**src/common/dac_bank_consts.vh**
```
// Constants of the eight-channel DAC bank update control.
// Included by the design file; definitions only.
`ifndef DAC_BANK_CONSTS_VH
`define DAC_BANK_CONSTS_VH

// Register offsets
`define OFS_CONFIG_ZERO 8'h10
`define OFS_UPDATE_MODE 8'h15
`define OFS_RANGE_SELECT 8'h16
`define OFS_CLAMP 8'h17
`define OFS_TRIGGER 8'h1c
`define OFS_CODE_FIRST 8'h30
`define OFS_CODE_LAST 8'h37
`define OFS_LIMIT_A 8'h4e
`define OFS_LIMIT_B 8'h4f

// Field positions
`define BIT_LOOP_ENABLE 0
`define BIT_SOFT_UPDATE 0
`define RANGE_PAIR_A_LO 0
`define RANGE_PAIR_B_LO 2
`define RANGE_AUX_LO 4
`define CLAMP_PAIR_A 0
`define CLAMP_PAIR_B 1
`define CLAMP_AUX_LO 2

// Range encodings of a bipolar pair
`define RANGE_0_TO_5 2'h0
`define RANGE_M5_TO_0 2'h1
`define RANGE_M4_TO_1 2'h2

// Reset values
`define RST_CONFIG_ZERO 8'h00
`define RST_UPDATE_MODE 8'h00
`define RST_RANGE_SELECT 8'h00
`define RST_CLAMP 6'h3f
`define RST_CODE 12'h000
`define RST_LIMIT 12'hfff

`endif

```
**src/rtl/dac_bank_update_control.v**
```verilog
// Digital control of an eight-channel 12-bit DAC bank: ranges, clamp, loop mode,
// double-buffered codes with asynchronous or triggered update.
// Assumes a one-cycle strobe register port and synchronous pin inputs.
//
// The address-and-strobe port was left to the implementer.
`timescale 1ns/1ps
`default_nettype none
`include "dac_bank_consts.vh"

module dac_bank_update_control #(
  parameter CHANNELS = 8,
  parameter CODE_W = 12
) (
  // Clock and reset
  input wire ref_clk,
  input wire rst_b,
  // Register port
  input wire [7:0] reg_addr,
  input wire [15:0] reg_wdata,
  input wire reg_write,
  input wire reg_read,
  output reg [15:0] reg_rdata,
  // Trigger pin, active on its rising edge
  input wire update_strobe_pin,
  // Supply monitor and loop controller
  input wire supply_valid,
  input wire [3:0] loop_code_valid,
  input wire [4*CODE_W-1:0] loop_code,
  // Converter side
  output reg [CHANNELS*CODE_W-1:0] active_code,
  output reg [1:0] pair_a_range,
  output reg [1:0] pair_b_range,
  output reg [3:0] aux_range,
  output reg [CHANNELS-1:0] channel_clamp,
  output reg [3:0] supply_clamp,
  output reg loop_mode
);

  ////////////////////////////////////////////////////////////////////////////
  // Register state

  reg [7:0] config_zero;
  reg [7:0] update_mode;
  reg [7:0] range_select;
  reg [5:0] clamp_bits;
  reg [CODE_W-1:0] limit_a;
  reg [CODE_W-1:0] limit_b;
  reg [CODE_W-1:0] buffer_code [0:CHANNELS-1];
  reg [CODE_W-1:0] active_reg [0:CHANNELS-1];
  reg trigger_pin_last;
  reg [15:0] next_rdata;

  wire loop_on;
  wire soft_trigger;
  wire pin_trigger;
  wire trigger;
  wire code_write;
  wire [2:0] code_index;
  integer i;
  integer j;

  // Clamp one loop request to its limit
  function [CODE_W-1:0] limit_code;
    input [CODE_W-1:0] request;
    input [CODE_W-1:0] limit;
    begin
      if (request > limit) begin
        limit_code = limit;
      end else begin
        limit_code = request;
      end
    end
  endfunction

  // True when the address names a channel code register
  function is_code_addr;
    input [7:0] addr;
    begin
      is_code_addr = (addr >= `OFS_CODE_FIRST) && (addr <= `OFS_CODE_LAST);
    end
  endfunction

  assign loop_on = config_zero[`BIT_LOOP_ENABLE];
  assign soft_trigger = reg_write && (reg_addr == `OFS_TRIGGER) &&
                        reg_wdata[`BIT_SOFT_UPDATE];
  // Rising level on the pin counts once
  assign pin_trigger = update_strobe_pin && !trigger_pin_last;
  assign trigger = soft_trigger || pin_trigger;
  assign code_write = reg_write && is_code_addr(reg_addr);
  assign code_index = reg_addr[2:0];

  ////////////////////////////////////////////////////////////////////////////
  // Control registers

  always @(posedge ref_clk or negedge rst_b) begin
    if (!rst_b) begin
      config_zero <= `RST_CONFIG_ZERO;
      update_mode <= `RST_UPDATE_MODE;
      range_select <= `RST_RANGE_SELECT;
      clamp_bits <= `RST_CLAMP;
      limit_a <= `RST_LIMIT;
      limit_b <= `RST_LIMIT;
      trigger_pin_last <= 1'b0;
    end else begin
      trigger_pin_last <= update_strobe_pin;
      if (reg_write) begin
        case (reg_addr)
          `OFS_CONFIG_ZERO: begin
            config_zero <= reg_wdata[7:0];
          end
          `OFS_UPDATE_MODE: begin
            update_mode <= reg_wdata[7:0];
          end
          `OFS_RANGE_SELECT: begin
            range_select <= reg_wdata[7:0];
          end
          `OFS_CLAMP: begin
            clamp_bits <= reg_wdata[5:0];
          end
          `OFS_LIMIT_A: begin
            limit_a <= reg_wdata[CODE_W-1:0];
          end
          `OFS_LIMIT_B: begin
            limit_b <= reg_wdata[CODE_W-1:0];
          end
          default: begin
          end
        endcase
      end
    end
  end

  ////////////////////////////////////////////////////////////////////////////
  // Buffer and active code registers; clamp never touches them

  always @(posedge ref_clk or negedge rst_b) begin
    if (!rst_b) begin
      for (i = 0; i < CHANNELS; i = i + 1) begin
        buffer_code[i] <= `RST_CODE;
        active_reg[i] <= `RST_CODE;
      end
    end else begin
      for (i = 0; i < CHANNELS; i = i + 1) begin
        if (i < 4 && loop_on) begin
          // Loop drives bipolar channels, host codes ignored
          if (loop_code_valid[i]) begin
            active_reg[i] <= limit_code(loop_code[i*CODE_W +: CODE_W],
                                        (i < 2) ? limit_a : limit_b);
          end
        end else if (code_write && code_index == i) begin
          buffer_code[i] <= reg_wdata[CODE_W-1:0];
          if (!update_mode[i]) begin
            active_reg[i] <= reg_wdata[CODE_W-1:0];
          end else if (trigger) begin
            active_reg[i] <= buffer_code[i];
          end
        end else if (trigger && update_mode[i]) begin
          active_reg[i] <= buffer_code[i];
        end
      end
    end
  end

  ////////////////////////////////////////////////////////////////////////////
  // Converter-side outputs

  always @(posedge ref_clk or negedge rst_b) begin
    if (!rst_b) begin
      active_code <= {CHANNELS*CODE_W{1'b0}};
      pair_a_range <= `RANGE_0_TO_5;
      pair_b_range <= `RANGE_0_TO_5;
      aux_range <= 4'h0;
      channel_clamp <= {CHANNELS{1'b1}};
      supply_clamp <= 4'h0;
      loop_mode <= 1'b0;
    end else begin
      for (j = 0; j < CHANNELS; j = j + 1) begin
        active_code[j*CODE_W +: CODE_W] <= active_reg[j];
      end
      pair_a_range <= range_select[`RANGE_PAIR_A_LO +: 2];
      pair_b_range <= range_select[`RANGE_PAIR_B_LO +: 2];
      aux_range <= range_select[`RANGE_AUX_LO +: 4];
      channel_clamp <= {clamp_bits[`CLAMP_AUX_LO +: 4],
                        {2{clamp_bits[`CLAMP_PAIR_B]}},
                        {2{clamp_bits[`CLAMP_PAIR_A]}}};
      supply_clamp <= {4{!supply_valid}};
      loop_mode <= loop_on;
    end
  end

  ////////////////////////////////////////////////////////////////////////////
  // Read port, data one cycle after the strobe

  always @* begin
    next_rdata = 16'h0000;
    if (is_code_addr(reg_addr)) begin
      next_rdata[CODE_W-1:0] = active_reg[code_index];
    end else begin
      case (reg_addr)
        `OFS_CONFIG_ZERO: next_rdata[7:0] = config_zero;
        `OFS_UPDATE_MODE: next_rdata[7:0] = update_mode;
        `OFS_RANGE_SELECT: next_rdata[7:0] = range_select;
        `OFS_CLAMP: next_rdata[5:0] = clamp_bits;
        `OFS_LIMIT_A: next_rdata[CODE_W-1:0] = limit_a;
        `OFS_LIMIT_B: next_rdata[CODE_W-1:0] = limit_b;
        default: next_rdata = 16'h0000;
      endcase
    end
  end

  always @(posedge ref_clk or negedge rst_b) begin
    if (!rst_b) begin
      reg_rdata <= 16'h0000;
    end else if (reg_read) begin
      reg_rdata <= next_rdata;
    end else begin
      reg_rdata <= 16'h0000;
    end
  end

endmodule
`default_nettype wire

```
**config.mk**
```make
export PLATFORM = sky130hd
export DESIGN_NAME = dac_bank_update_control
export DESIGN_NICKNAME = d
export VERILOG_FILES = /design/src/rtl/dac_bank_update_control.v
export VERILOG_INCLUDE_DIRS = /design/src /design/src/common
export SDC_FILE = /design/constraint.sdc
export NUM_CORES = 1
export LEC_CHECK = 0
export ABC_AREA = 0
export CAP_MARGIN = 20
export CORE_UTILIZATION = 45
export DETAILED_ROUTE_END_ITERATION = 16
export DONT_BUFFER_PORTS = 1
export GPL_ROUTABILITY_DRIVEN = 0
export SLEW_MARGIN = 20
export SYNTH_ARGS = -nofsm -noshare
export SYNTH_HDL_FRONTEND = slang
export SYNTH_SLANG_ARGS = --single-unit
export TNS_END_PERCENT = 100
```
**constraint.sdc**
```tcl
create_clock -name ref_clk -period 3.5 [get_ports ref_clk]
set_input_delay 0.35 -clock ref_clk [delete_from_list [all_inputs] [get_ports ref_clk]]
set_output_delay 0.35 -clock ref_clk [all_outputs]
set_load 0.01 [all_outputs]
```
==> impl_metrics.json <==
{
  "critPathArrivalTime_ns": 3.09,
  "timing.final.crit_share_pct": 76.2,
  "timing.final.crit_period_ns": 2.67,
  "ys_types": 64,
  "firstDrtPassIters": 5,
  "grt.overflow.total": 0,
  "finalHoldViolations": 344,
  "wire_per_inst_um": 28.8,
  "async_flop_share_pct": 100,
  "cts_tree": "yes",
  "cp_max_fo": 11,
  "antenna_found_initial": 6,
  "hold_path.class": "in -> async",
  "max_freq_mhz": 375,
  "port_buffers": 0,
  "report.final.setup_viol": 0,
  "routed_wl_um": 54300,
  "vias_per_cell": 6.30,
  "initial_core_util_pct": 46.1,
  "ant_nets": 0,
  "core_mm2": 0.0359,
  "drive_gt1_share_pct": 23.0,
  "cp.required_ns": 3.92,
  "powerDensity_mw_per_mm2": 630,
  "ctsHtreeMaxLevel": 2,
  "grt_pass1_vias": 11860,
  "synth_flop_cell": "dfrtp_1",
  "synth_edf_count": 0,
  "slew_headroom_pct": 24.1,
  "drtIter0Drc": 1020,
  "met2_length_um": 23900,
  "synth_top_area_share_pct": 50.6,
  "end_kind": "flop",
  "drc": 0,
  "status": "finished, violations left",
  "p_leak_uw": 0.00837,
  "finClkSkew_ns": 0.0174,
  "reg2reg_from": "limit_a[1]",
  "clockBufferDepth": 3,
  "reg2reg_slack_ns": 0.83,
  "grt_setup_unrepaired": "no",
  "dp.final_hpwl_um": 34800,
  "synthCells": 1389,
  "ios": 215,
  "violations": "negative hold slack",
  "layout.nets": 1521,
  "grt_pass1_wl_um": 80600,
  "ys_seq_area_share_pct": 56.3,
  "ys_warn_count": 0,
  "ff2ff_path_depth": 8,
  "die_y_um": 194,
  "cts_setup_buffers": 0,
  "r2r-end": "active_reg[84]",
  "syn_area_mm2": 0.0166,
  "startpoint_type": "flop",
  "vias": 11898,
  "clkTransAtPathRegs_ns": 0.06,
  "avgSynthCellArea_um2": 11.9,
  "holdBufCountCts": 41,
  "die_x_um": 194,
  "grt_max_degree": 372,
  "area_growth_pct": 12.6,
  "cts_buffers": 41,
  "grt.total_usage_pct": 29.2,
  "synthTopCellsByArea": "dfrtp_1, mux2_2, dfstp_2",
  "wl_met3_um": 5460,
  "cap_viol_max_count": 0,
  "core.rowCount": 69,
  "finalMaxSlewViolations": 0,
  "root_buffer": "clkbuf_16",
  "setup_tns_ns": 0,
  "yosysTopAreaCell": "dfrtp_1",
  "crit_start": "limit_a[1]",
  "top_layer_used": "met5",
  "ys_seq_elements": 371,
  "tightestPinTransition_ns": 1.14,
  "power_uw": 11800,
  "dieArea_mm2": 0.0376,
  "clock_sinks": 371,
  "insertion_delay_ns": 0.56,
  "ir_drop_uv": 326,
  "holdWs_ns": -0.492,
  "worstSetupPathType": "reg -> reg",
  "wl_met1_um": 22600
}
cells in the mapped netlist (15+ instances only):
cell	number
nand3_1	37
ha_1	48
nand4_1	17
mux2_2	155
nand2b_1	19
o21ai_0	42
nand2_1	96
inv_1	31
o22ai_1	41
a22oi_1	23
a31oi_1	16
a21oi_1	40
dfstp_2	36
mux4_2	24
or3_1	15
dfrtp_1	335
a221oi_1	23
nor2_1	133
buf_4	15
clkbuf_1	77
cells by family (layout without fill, tap and decap cells):
kind of cell               Yosys count  count (layout)  share of synthesized area [%]
DFF                                371             371                           56.3
and+or+nand+nor                    368             368                           10.4
AOI/OAI and AO/OA                  269             269                           11.3
muxes                              195             195                           14.8
buffers and inverters              137             168                           3.52
adders and majority gates           48              48                           3.62
other                                1               8                         0.0226
stage by stage:
| step | cell area (µm²) | instances | hold WS (ns) | util [%] | setup WS, ns |
|---|---|---|---|---|---|
| 2_1_floorplan | 16600 | 1392 | 0.0544 | - | 1.23 |
| 3_3_place_gp | 16900 | 1768 | 0.0669 | 46.9 | 0.718 |
| 3_5_place_dp | 16900 | 1768 | 0.0688 | 46.9 | 0.675 |
| 4_1_cts | 18600 | 1884 | -0.514 | 51.9 | 0.873 |
| 5_1_grt | 18700 | 1884 | -0.515 | 51.9 | 0.665 |
| 6_report | 18700 | 1888 | -0.492 | 52.0 | 0.833 |
final cells by class:
cell class                 instances  area (µm²)
antenna                            4        10.0
sequential                       371        9330
fill                            3122       17300
multi-input combinational        884        6680
clock inverter                    22         188
tap                              461         577
inverter                          31         116
timing repair buffer              62         608
clock buffer                      53        1150
critical path: stages, from the launching register on:
cell	delay, ns
dfstp_2	0.57
inv_1	0.09
ha_1	0.29
nor2b_1	0.13
o211ai_1	0.20
a211o_1	0.22
nand3_1	0.39
a221oi_1	0.52
o21ai_0	0.12
worst max-delay path by stage:
stage / end / slack (ns) / cells after the start
final: active_reg[84] / 0.83 / 8
after CTS: active_reg[83] / 0.87 / 9
after detailed placement: active_reg[70] / 0.68 / 6
after floorplan: active_reg[73] / 1.23 / 9
after global placement: active_reg[65] / 0.72 / 6
after global routing: active_reg[84] / 0.66 / 8
metal layers:
layer,vias to the layer above,global-route usage (%)
li1,5068,-
met1,6120,40.3
met2,571,43.2
met3,133,8.18
met4,6,12.8
met5,-,0
cells in the final DEF, fill, tap and decap left out, types with 36 or more instances in the layout:
cell	count
a21oi_1	40
clkbuf_16	41
dfrtp_1	334
dfstp_2	36
dlygate4sd3_1	37
ha_1	48
mux2_2	155
nand2_1	96
nand3_1	37
nor2_1	133
o21ai_0	42
o22ai_1	41
where the power goes:
part	internal, µW	leakage [µW]	switching, µW
clock	2480	0.000659	1830
sequential	5190	0.00474	1050
combinational	598	0.00298	593
timing repair:
| action | CTS | global route |
|---|---|---|
| hold endpoints to repair | 599 | 371 |
| endpoints found under the setup margin | 0 | 0 |
| resized for setup | 0 | 0 |
Power figures use the tool's default switching activity.
